## src/phy_event_regs.svh

```systemverilog
// register map, field positions, reset values and thresholds of the
// event status bank and error counters.
// assumes inclusion by its bare name from design files.
`ifndef PHY_EVENT_REGS_SVH
`define PHY_EVENT_REGS_SVH

// ----------------------------------------
// register indices (byte address = 4 * index)
// ----------------------------------------
`define IDX_IRQ_CONTROL 8'h11
`define IDX_EVENT_FIRST 8'h12
`define IDX_EVENT_SECOND 8'h13
`define IDX_FALSE_CARRIER 8'h14
`define IDX_RX_ERROR 8'h15

// ----------------------------------------
// interrupt control fields
// ----------------------------------------
`define CTL_POLARITY_BIT 3
`define CTL_TEST_BIT 2
`define CTL_INT_EN_BIT 1
`define CTL_OUT_EN_BIT 0
`define CTL_RESET 4'h8

// ----------------------------------------
// first bank fields (only the counter events live here)
// ----------------------------------------
`define FIRST_FC_HF_BIT 9
`define FIRST_RE_HF_BIT 8
`define FIRST_FC_EN_BIT 1
`define FIRST_RE_EN_BIT 0

// ----------------------------------------
// second bank fields
// ----------------------------------------
`define SECOND_STATUS_LSB 8
`define SECOND_STATUS_MSB 15
`define SECOND_ENABLE_LSB 0
`define SECOND_ENABLE_MSB 7
`define SECOND_RESET 16'h0000

// ----------------------------------------
// counters
// ----------------------------------------
`define FC_WIDTH 8
`define RE_WIDTH 16
`define FC_HALF_FULL 8'h7F
`define RE_HALF_FULL 16'h007F
`define COUNT_RESET 16'h0000

`endif

```

## src/phy_event_pkg.sv

```systemverilog
// types shared by the event status block.
// assumes nothing beyond the register header.
package phy_event_pkg;

	// ----------------------------------------
	// event sources from the transceiver core, one-cycle pulses
	// ----------------------------------------
	typedef struct packed {
		logic eee_error;
		logic an_error;
		logic page_received;
		logic loopback_fifo_error;
		logic crossover_change;
		logic sleep_event;
		logic polarity_change;
		logic wol_packet;
		logic jabber;
	} event_in_t;

	// ----------------------------------------
	// receive path qualifiers for the error counters
	// ----------------------------------------
	typedef struct packed {
		logic false_carrier;
		logic carrier_valid;
		logic rx_dv;
		logic invalid_symbol;
		logic mii_loopback;
	} rx_err_in_t;

endpackage : phy_event_pkg

```

## src/phy_event_status_and_error_counters.sv

```systemverilog
// second event status bank, enables and two clear-on-read error
// counters behind an ahb-lite slave, with the combined interrupt pin.
// assumes a single hclk domain and event inputs synchronous to it.
//
// The AHB-Lite slave port was left to the implementer.
`include "phy_event_regs.svh"
`timescale 1ns/1ps
`default_nettype none

module phy_event_status_and_error_counters #(
	parameter int FC_W = `FC_WIDTH,
	parameter int RE_W = `RE_WIDTH
) (
	// clock and reset
	input wire logic hclk,
	input wire logic hresetn,
	// ahb-lite slave
	input wire logic hsel,
	input wire logic [31:0] haddr,
	input wire logic [1:0] htrans,
	input wire logic hwrite,
	input wire logic [2:0] hsize,
	input wire logic hready,
	input wire logic [31:0] hwdata,
	output logic [31:0] hrdata,
	output logic hreadyout,
	output logic hresp,
	// transceiver events
	input wire phy_event_pkg::event_in_t events,
	input wire phy_event_pkg::rx_err_in_t rx_err,
	// interrupt pin, output enable low while driving
	input wire logic irq_pin_i,
	output logic irq_pin_o,
	output logic irq_pin_oe_n
);

	// ----------------------------------------
	// helpers
	// ----------------------------------------
	function automatic logic [7:0] word_index(input logic [31:0] a);
		word_index = a[9:2];
	endfunction : word_index

	// sticky flag: a set in the clearing cycle wins
	function automatic logic sticky(input logic cur, input logic clr,
		input logic set);
		sticky = (cur & ~clr) | set;
	endfunction : sticky

	// ----------------------------------------
	// ahb address phase decode
	// ----------------------------------------
	wire logic addr_valid;
	wire logic rd_take;
	wire logic wr_take;
	wire logic [7:0] idx;
	wire logic hit_ctl;
	wire logic hit_first;
	wire logic hit_second;
	wire logic hit_fc;
	wire logic hit_re;

	assign addr_valid = hsel & htrans[1] & hready;
	assign rd_take = addr_valid & ~hwrite;
	assign wr_take = addr_valid & hwrite;
	assign idx = word_index(haddr);
	assign hit_ctl = (idx == `IDX_IRQ_CONTROL);
	assign hit_first = (idx == `IDX_EVENT_FIRST);
	assign hit_second = (idx == `IDX_EVENT_SECOND);
	assign hit_fc = (idx == `IDX_FALSE_CARRIER);
	assign hit_re = (idx == `IDX_RX_ERROR);

	// zero wait states, always okay
	assign hreadyout = 1'b1;
	assign hresp = 1'b0;

	// ----------------------------------------
	// write data phase
	// ----------------------------------------
	logic wr_pend_ff;
	logic [7:0] wr_idx_ff;

	always_ff @(posedge hclk or negedge hresetn) begin
		if (!hresetn) begin
			wr_pend_ff <= 1'b0;
			wr_idx_ff <= 8'h00;
		end else begin
			wr_pend_ff <= wr_take;
			wr_idx_ff <= idx;
		end
	end

	wire logic wr_ctl;
	wire logic wr_first;
	wire logic wr_second;

	assign wr_ctl = wr_pend_ff & (wr_idx_ff == `IDX_IRQ_CONTROL);
	assign wr_first = wr_pend_ff & (wr_idx_ff == `IDX_EVENT_FIRST);
	assign wr_second = wr_pend_ff & (wr_idx_ff == `IDX_EVENT_SECOND);

	// ----------------------------------------
	// control and enable registers
	// ----------------------------------------
	logic [3:0] ctl_ff;
	logic [7:0] en2_ff;
	logic [1:0] en1_ff;

	always_ff @(posedge hclk or negedge hresetn) begin
		if (!hresetn) begin
			ctl_ff <= `CTL_RESET;
			en2_ff <= 8'h00;
			en1_ff <= 2'h0;
		end else begin
			if (wr_ctl) begin
				ctl_ff <= hwdata[3:0];
			end
			if (wr_second) begin
				en2_ff <= hwdata[`SECOND_ENABLE_MSB:`SECOND_ENABLE_LSB];
			end
			if (wr_first) begin
				en1_ff <= {hwdata[`FIRST_FC_EN_BIT + 1 - 1],
					hwdata[`FIRST_RE_EN_BIT]};
			end
		end
	end

	// ----------------------------------------
	// second bank latched status
	// ----------------------------------------
	wire logic clr_second;
	wire logic [7:0] ev2;
	logic [7:0] st2_ff;
	logic [7:0] nxt_st2;

	assign clr_second = rd_take & hit_second;
	assign ev2[7] = events.eee_error;
	assign ev2[6] = events.an_error;
	assign ev2[5] = events.page_received;
	assign ev2[4] = events.loopback_fifo_error;
	assign ev2[3] = events.crossover_change;
	assign ev2[2] = events.sleep_event;
	assign ev2[1] = events.polarity_change | events.wol_packet;
	assign ev2[0] = events.jabber;

	always_comb begin
		for (int i = 0; i < 8; i++) begin
			nxt_st2[i] = sticky(st2_ff[i], clr_second, ev2[i]);
		end
	end

	always_ff @(posedge hclk or negedge hresetn) begin
		if (!hresetn) begin
			st2_ff <= 8'h00;
		end else begin
			st2_ff <= nxt_st2;
		end
	end

	// ----------------------------------------
	// error counters
	// ----------------------------------------
	wire logic clr_fc;
	wire logic clr_re;
	wire logic fc_inc;
	wire logic re_inc;
	wire logic fc_max;
	wire logic re_max;
	logic [FC_W-1:0] fc_ff;
	logic [RE_W-1:0] re_ff;
	logic [FC_W-1:0] nxt_fc;
	logic [RE_W-1:0] nxt_re;

	assign clr_fc = rd_take & hit_fc;
	assign clr_re = rd_take & hit_re;
	assign fc_inc = rx_err.false_carrier;
	assign re_inc = rx_err.carrier_valid & rx_err.rx_dv &
		rx_err.invalid_symbol & ~rx_err.mii_loopback;
	assign fc_max = &fc_ff;
	assign re_max = &re_ff;

	// an event landing in the read cycle starts the new count at one
	always_comb begin
		if (clr_fc) begin
			nxt_fc = {{(FC_W-1){1'b0}}, fc_inc};
		end else if (fc_inc && !fc_max) begin
			nxt_fc = fc_ff + {{(FC_W-1){1'b0}}, 1'b1};
		end else begin
			nxt_fc = fc_ff;
		end
		if (clr_re) begin
			nxt_re = {{(RE_W-1){1'b0}}, re_inc};
		end else if (re_inc && !re_max) begin
			nxt_re = re_ff + {{(RE_W-1){1'b0}}, 1'b1};
		end else begin
			nxt_re = re_ff;
		end
	end

	always_ff @(posedge hclk or negedge hresetn) begin
		if (!hresetn) begin
			fc_ff <= '0;
			re_ff <= '0;
		end else begin
			fc_ff <= nxt_fc;
			re_ff <= nxt_re;
		end
	end

	// ----------------------------------------
	// half-full events, latched in the first bank
	// ----------------------------------------
	// the event fires once on crossing, so a host that reads the
	// first bank but not the counter does not see it re-latch
	wire logic fc_hf_ev;
	wire logic re_hf_ev;
	wire logic clr_first;
	logic fc_hf_ff;
	logic re_hf_ff;

	assign fc_hf_ev = (nxt_fc > FC_W'(`FC_HALF_FULL)) &
		~(fc_ff > FC_W'(`FC_HALF_FULL));
	assign re_hf_ev = (nxt_re > RE_W'(`RE_HALF_FULL)) &
		~(re_ff > RE_W'(`RE_HALF_FULL));
	assign clr_first = rd_take & hit_first;

	always_ff @(posedge hclk or negedge hresetn) begin
		if (!hresetn) begin
			fc_hf_ff <= 1'b0;
			re_hf_ff <= 1'b0;
		end else begin
			fc_hf_ff <= sticky(fc_hf_ff, clr_first, fc_hf_ev);
			re_hf_ff <= sticky(re_hf_ff, clr_first, re_hf_ev);
		end
	end

	// ----------------------------------------
	// interrupt combine and pin
	// ----------------------------------------
	wire logic any_second;
	wire logic any_first;
	wire logic irq_req;
	wire logic irq_level;

	assign any_second = |(st2_ff & en2_ff);
	assign any_first = (fc_hf_ff & en1_ff[1]) |
		(re_hf_ff & en1_ff[0]);
	assign irq_req = ((any_second | any_first) &
		ctl_ff[`CTL_INT_EN_BIT]) | ctl_ff[`CTL_TEST_BIT];
	assign irq_level = ctl_ff[`CTL_POLARITY_BIT] ? ~irq_req :
		irq_req;

	// pin idles as an input (power-down use) until output is enabled
	always_ff @(posedge hclk or negedge hresetn) begin
		if (!hresetn) begin
			irq_pin_o <= 1'b1;
			irq_pin_oe_n <= 1'b1;
		end else begin
			irq_pin_o <= irq_level;
			irq_pin_oe_n <= ~ctl_ff[`CTL_OUT_EN_BIT];
		end
	end

	// ----------------------------------------
	// read data, captured at the address phase
	// ----------------------------------------
	// capturing here lets the clear-on-read act in the same cycle
	// the value is frozen, so no count is lost between the two
	wire logic [15:0] rd_ctl;
	wire logic [15:0] rd_first;
	wire logic [15:0] rd_second;
	wire logic [15:0] rd_fc;
	wire logic [15:0] rd_re;
	wire logic [15:0] rd_mux;

	assign rd_ctl = {12'h000, ctl_ff};
	assign rd_first = {6'h00, fc_hf_ff, re_hf_ff, 6'h00, en1_ff};
	assign rd_second = {st2_ff, en2_ff};
	assign rd_fc = 16'(fc_ff);
	assign rd_re = 16'(re_ff);
	assign rd_mux = hit_ctl ? rd_ctl :
		hit_first ? rd_first :
		hit_second ? rd_second :
		hit_fc ? rd_fc :
		hit_re ? rd_re : 16'h0000;

	always_ff @(posedge hclk or negedge hresetn) begin
		if (!hresetn) begin
			hrdata <= 32'h00000000;
		end else if (rd_take) begin
			hrdata <= {16'h0000, rd_mux};
		end
	end

	// pin input and hsize are not needed by this block
	wire logic unused_ok;
	assign unused_ok = irq_pin_i ^ (|hsize) ^ htrans[0];

endmodule : phy_event_status_and_error_counters

`default_nettype wire

```

## config.mk

```make
export PLATFORM = sky130hd
export DESIGN_NAME = phy_event_status_and_error_counters
export DESIGN_NICKNAME = d
export VERILOG_FILES = /design/src/phy_event_pkg.sv /design/src/phy_event_status_and_error_counters.sv
export VERILOG_INCLUDE_DIRS = /design/src
export SDC_FILE = /design/constraint.sdc
export NUM_CORES = 1
export LEC_CHECK = 0
export BUFFER_PORTS_ARGS = -buffer_cell sky130_fd_sc_hd__buf_4
export CORE_ASPECT_RATIO = 0.7
export CORE_MARGIN = 2
export CORE_UTILIZATION = 41
export CTS_BUF_LIST = sky130_fd_sc_hd__clkbuf_4 sky130_fd_sc_hd__clkbuf_8 sky130_fd_sc_hd__clkbuf_16
export CTS_CLUSTER_SIZE = 14
export DETAILED_ROUTE_END_ITERATION = 10
export GPL_ROUTABILITY_DRIVEN = 0
export GPL_TIMING_DRIVEN = 0
export PLACE_DENSITY = 0.71
export SLEW_MARGIN = 20
export SYNTH_ARGS = -nofsm -noshare
export SYNTH_HDL_FRONTEND = slang
export SYNTH_SLANG_ARGS = --single-unit
```

## constraint.sdc

```tcl
create_clock -name hclk -period 2.3 [get_ports hclk]
set_input_delay 0.115 -clock hclk [delete_from_list [all_inputs] [get_ports hclk]]
set_output_delay 0.115 -clock hclk [all_outputs]
set_load 0.05 [all_outputs]
```

# Word-level counts from Yosys, hierarchy flattened
# Cells that the tools add are included.
# word_totals
register_bits	75
input_bits	89
output_inout_bits	36
elab_cells	96
# op_classes
n_addsub	2
order_cmp	4
n_eq_ne	8
mux	10
bitwise_logic	52
reduce_logical	7
# ops
cell	n
two-way mux 16 bit	7
equality test 8 x 5 -> 1 bit (second input constant)	8
greater-than comparator 16 x 7 -> 1 bit (second input constant)	2
AND 1 bit	29
adder 16 x 1 -> 16 bit (second input constant)	1
greater-than comparator 8 x 7 -> 1 bit (second input constant)	2
two-way mux 8 bit	2
AND reduction 16 bit	1
OR 1 bit	14
adder 8 x 1 -> 8 bit (second input constant)	1
AND 8 bit	1
NOT 1 bit	8
AND reduction 8 bit	1
OR reduction 8 bit	1
logical AND 1 bit	2
zero test 1 bit	2
two-way mux 1 bit	1

# Depth between registers and ports, before layout
# logic_depth
ltp_word	9
mapped_depth	9

# Worst setup path after synthesis
# OpenSTA, ideal clock, no wires.
# synth_path
path_type	reg-to-reg
start	register re_ff[0] (netlist: rd_re[0])
end	register re_ff[6] (netlist: rd_re[6])
arrival_time_ns	1.887
t_required_ns	2.168
setup_slack_ns	0.281
stages_incl_launch_ff	10
path_buffers	1
period_less_slack_ns	2.019
cell_sequence	dfrtp_1 ha_1 nand4_1 or3b_1 buf_6 o31ai_4 nor2_2 nand3_2 xor2_1 nor2_1
# synth_between
elab_chain_cells	5
elab_cells_between_ends	6
cone_classes	add/sub (1); mux (2); reduce/logical (3)
# synth_rtl
item	line	source
start: declaration	phy_event_status_and_error_counters.sv:169	logic [RE_W-1:0] re_ff;
start signal: assignment	phy_event_status_and_error_counters.sv:205	re_ff <= nxt_re;
branches (longest 3 deep; another with adder 16 x 1 -> 16 bit)	--	
two-way mux 16 bit *	phy_event_status_and_error_counters.sv:192	end else if (re_inc && !re_max) begin
two-way mux 16 bit *	phy_event_status_and_error_counters.sv:190	if (clr_re) begin
via nxt_re[6]	phy_event_status_and_error_counters.sv:171	logic [RE_W-1:0] nxt_re;
# Mark *: on every way through the listed nets, which the timed path passes.
# A chain may end at the register's enable or synchronous reset.

# Final worst setup path
# layout_path
start	register re_ff[0] (netlist: rd_re[0])
end	register re_hf_ff
# layout_between
elab_chain_cells	8
elab_cells_between_ends	11
cone_classes	add/sub (1); order compare (2); mux (2); bitwise (3); reduce/logical (3)
# layout_rtl
item	line	source
branches (longest 6 deep; another with adder 16 x 1 -> 16 bit)	--	
AND 1 bit *	phy_event_status_and_error_counters.sv:222	assign re_hf_ev = (nxt_re > RE_W'(`RE_HALF_FULL)) &
OR 1 bit *	phy_event_status_and_error_counters.sv:47	sticky = (cur & ~clr) | set;
end signal: assignment	phy_event_status_and_error_counters.sv:232	re_hf_ff <= sticky(re_hf_ff, clr_first, re_hf_ev);
end: declaration	phy_event_status_and_error_counters.sv:218	logic re_hf_ff;
# Mark *: on every way between the ends.

==> reports/results.txt <==
Insertion delay of the later-clocked pin in the worst-skew pair - 0.34 ns
Cell with the most instances after synthesis - dfrtp_1
Overall die width - 116 um
Crit path required time - 2.51 ns
Detailed-route via count - 2928
Leak - 0.00219 uW
Area growth from synthesis to final layout - 34.8%
Share of layout cells above drive strength 1 - 0.320
Post-detailed-routing wire length - 9.13 mm
Final period utilization - 0.961
Startpoint class of the critical path - register
Count of maximum capacitance violations - 0
Total power after layout - 3530 uW
First-pass GRT wire length - 14.8 mm
Pre-CTS setup slack - -0.0746 ns
H-tree Lvls - 3
VDD IR-drop max - 0.322 mV
Initial standard-cell utilization of the core - 0.424
CTS sink count - 75
Fraction of registers with async set/reset - 1.00
GR Util All Layers - 0.208
Layout Skew - 0.00887 ns
Class of the tightest hold or removal check - input pin to register
Final design instance area without fill - 4840 um^2
Type of destination of the critical path - register
Detail-routed via count per cell - 5.16
Via count of the first global-routing pass - 2825
Yosys top cell area share - 0.501
Placeable core region - 8480 um^2
Area of the die - 9540 um^2
Final setup viols - 0
Leading post-synthesis cells by cell area - dfrtp_1, mux2_2, buf_4, nand2_1, xor2_1
Number of cells produced by synthesis - 336
Post-synthesis cell area - 3590 um^2
Crit path kind - register to register
Worst-case headroom to the max-slew limit - 0.389
PD cells - 729 nW/um^2
Post-synth top flop - dfrtp_1
Post-synthesis cell type count - 58
DRC violation total after the first TritonRoute iteration - 339
Yosys top cell by area - dfrtp_1
Clock transition at path regs - 0.06 ns
Unrepaired setup endpoints after global routing - true
Number of buffers inserted by port buffering - 53
Initial DRT Pass Iterations - 5
Maximum count of clock buffers along a single path - 2
Number of antenna repair diodes - 0
Max FO, Critical Path - 5
Largest net degree at the start of global routing - 76
Max-slew violation count - 0
Post-route worst setup slack - 0.0901 ns
Placement row count - 28
Number of enable-type register cells in the synthesized netlist - 0
CTS tree - built
Clock buffers created by TritonCTS - 9
Fin crit period - 2.21 ns
Antenna violations before repair - 0
Root buf cell - clkbuf_16
Hold violation total from the final report - 0
# IOs - 125
Warning count from the yosys run - 0
Outcome - finished clean
Count of nets left with antenna violations after detail routing - 0
Most used standard cells in the synthesized netlist - dfrtp_1, nand2_1, nor2_1
Detailed placer's ending HPWL - 6.31 mm
Maximum clock rate - 453 MHz
Post-route DRC - 0
Flops & latches, synth - 75
Synth Area per Inst - 10.7 um^2
Worst Max-Slew Pin Slew - 0.916 ns
Total global routing overflow - 0
Number of nets in the layout - 533
Share of synthesized area occupied by flip-flops and latches - 0.523
Routed wire per std cell - 16.1 um
Die span in y - 82.3 um
Signal arrival time at the worst endpoint - 2.42 ns
Post-Place Cell Area - 4200 um^2
-- cells in the final DEF, fill, tap and decap left out, drive strengths merged, types with 2 or more instances in the layout --
cell type,n
nand4,11
nand3,9
nor4,7
a222oi,6
o31ai,2
buf,85
o21ai,18
dfrtp,72
nor3,3
ha,2
o22ai,2
or3b,2
xor2,12
clkinv,2
dfstp,3
nand3b,4
a21o,10
a21oi,10
nand2,34
mux2i,8
xnor2,5
inv,10
clkbuf,16
dlygate4sd3,18
nor2,30
or3,3
conb,18
mux2,14
a22oi,9
-- power breakdown --
group          total, uW  switching, uW  internal (uW)
sequential          1560            131           1430
combinational        528            289            238
clock               1440            563            880
-- kinds of logic after synthesis --
group	count (synthesis)	synth area share
and+or+nand+nor	114	0.169
DFF	75	0.523
AOI/OAI and AO/OA	66	0.128
buffers and inverters	38	0.0630
muxes	22	0.0662
xor gates and xnor gates	17	0.0414
adders and majority gates	2	0.00696
other	2	0.00209
-- sequential cells by signal, summed over array words and instances, names as in the netlist, 2 cells and up --
signal,flops
ctl_ff,4
en1_ff,2
en2_ff,8
fc_ff,8
hrdata,16
rd_re,16
st2_ff,8
wr_idx_ff,8
-- area by class of cell --
| cell class | count | area (um^2) |
|---|---|---|
| Buffer | 28 | 185 |
| Clock buffer | 10 | 239 |
| Clock inverter | 6 | 71.3 |
| Fill cell | 740 | 3630 |
| Inverter | 8 | 30.0 |
| Multi-Input combinational cell | 239 | 1630 |
| Sequential cell | 75 | 1880 |
| Tap cell | 120 | 150 |
| Timing Repair Buffer | 81 | 653 |
-- final timing paths --
kind	start	end	slack [ns]	depth (start not counted)
setup / recovery	rd_re[0]	re_hf_ff	0.09	8
hold / removal	rx_err[4]	fc_ff[0]	0.006	3
setup reg to reg	rd_re[0]	re_hf_ff	0.09	8
hold reg to reg	ctl_ff[0]	irq_pin_oe_n	0.44	1
max in group asynchronous	hresetn	rd_re[0]	1.19	2
min in group asynchronous	hresetn	ctl_ff[0]	0.47	2
-- routing by layer --
metal | track usage | part of all wire | vias up
li1 | - | - | 1383
met1 | 0.295 | 0.48 | 1396
met2 | 0.309 | 0.43 | 135
met3 | 0.0584 | 0.076 | 14
met4 | 0.0679 | 0.015 | 0
met5 | 0 | 0 | -
-- repair_timing --
item,4_1_cts,5_1_grt
hold buffers,18,0
hold endpoints to repair,88,0
buffers inserted,3,7
gates resized for setup,3,17
endpoints found under the setup margin,5,43
pin swaps,1,7
-- critical path, stage by stage, from the launching register on --
cell     delay (ns)
dfrtp_2        0.41
ha_4           0.17
nand4_1        0.15
or3b_4         0.47
nand4_1        0.13
xor2_1         0.21
a31oi_1        0.13
nor4_2         0.31
o21ai_1        0.11
-- through the flow --
step	cells	util	TNS [ns]	hold slack [ns]
finish	567	0.571	0	0.00632
global route	567	0.571	-0.0564	0.0109
CTS	562	0.557	0	0.00453
detailed placement	525	0.496	-0.163	0.235
global placement	525	0.496	-0.0530	0.233
floorplan	352	-	0	-0.181
No activity file was read; power rests on OpenSTA's default activity.
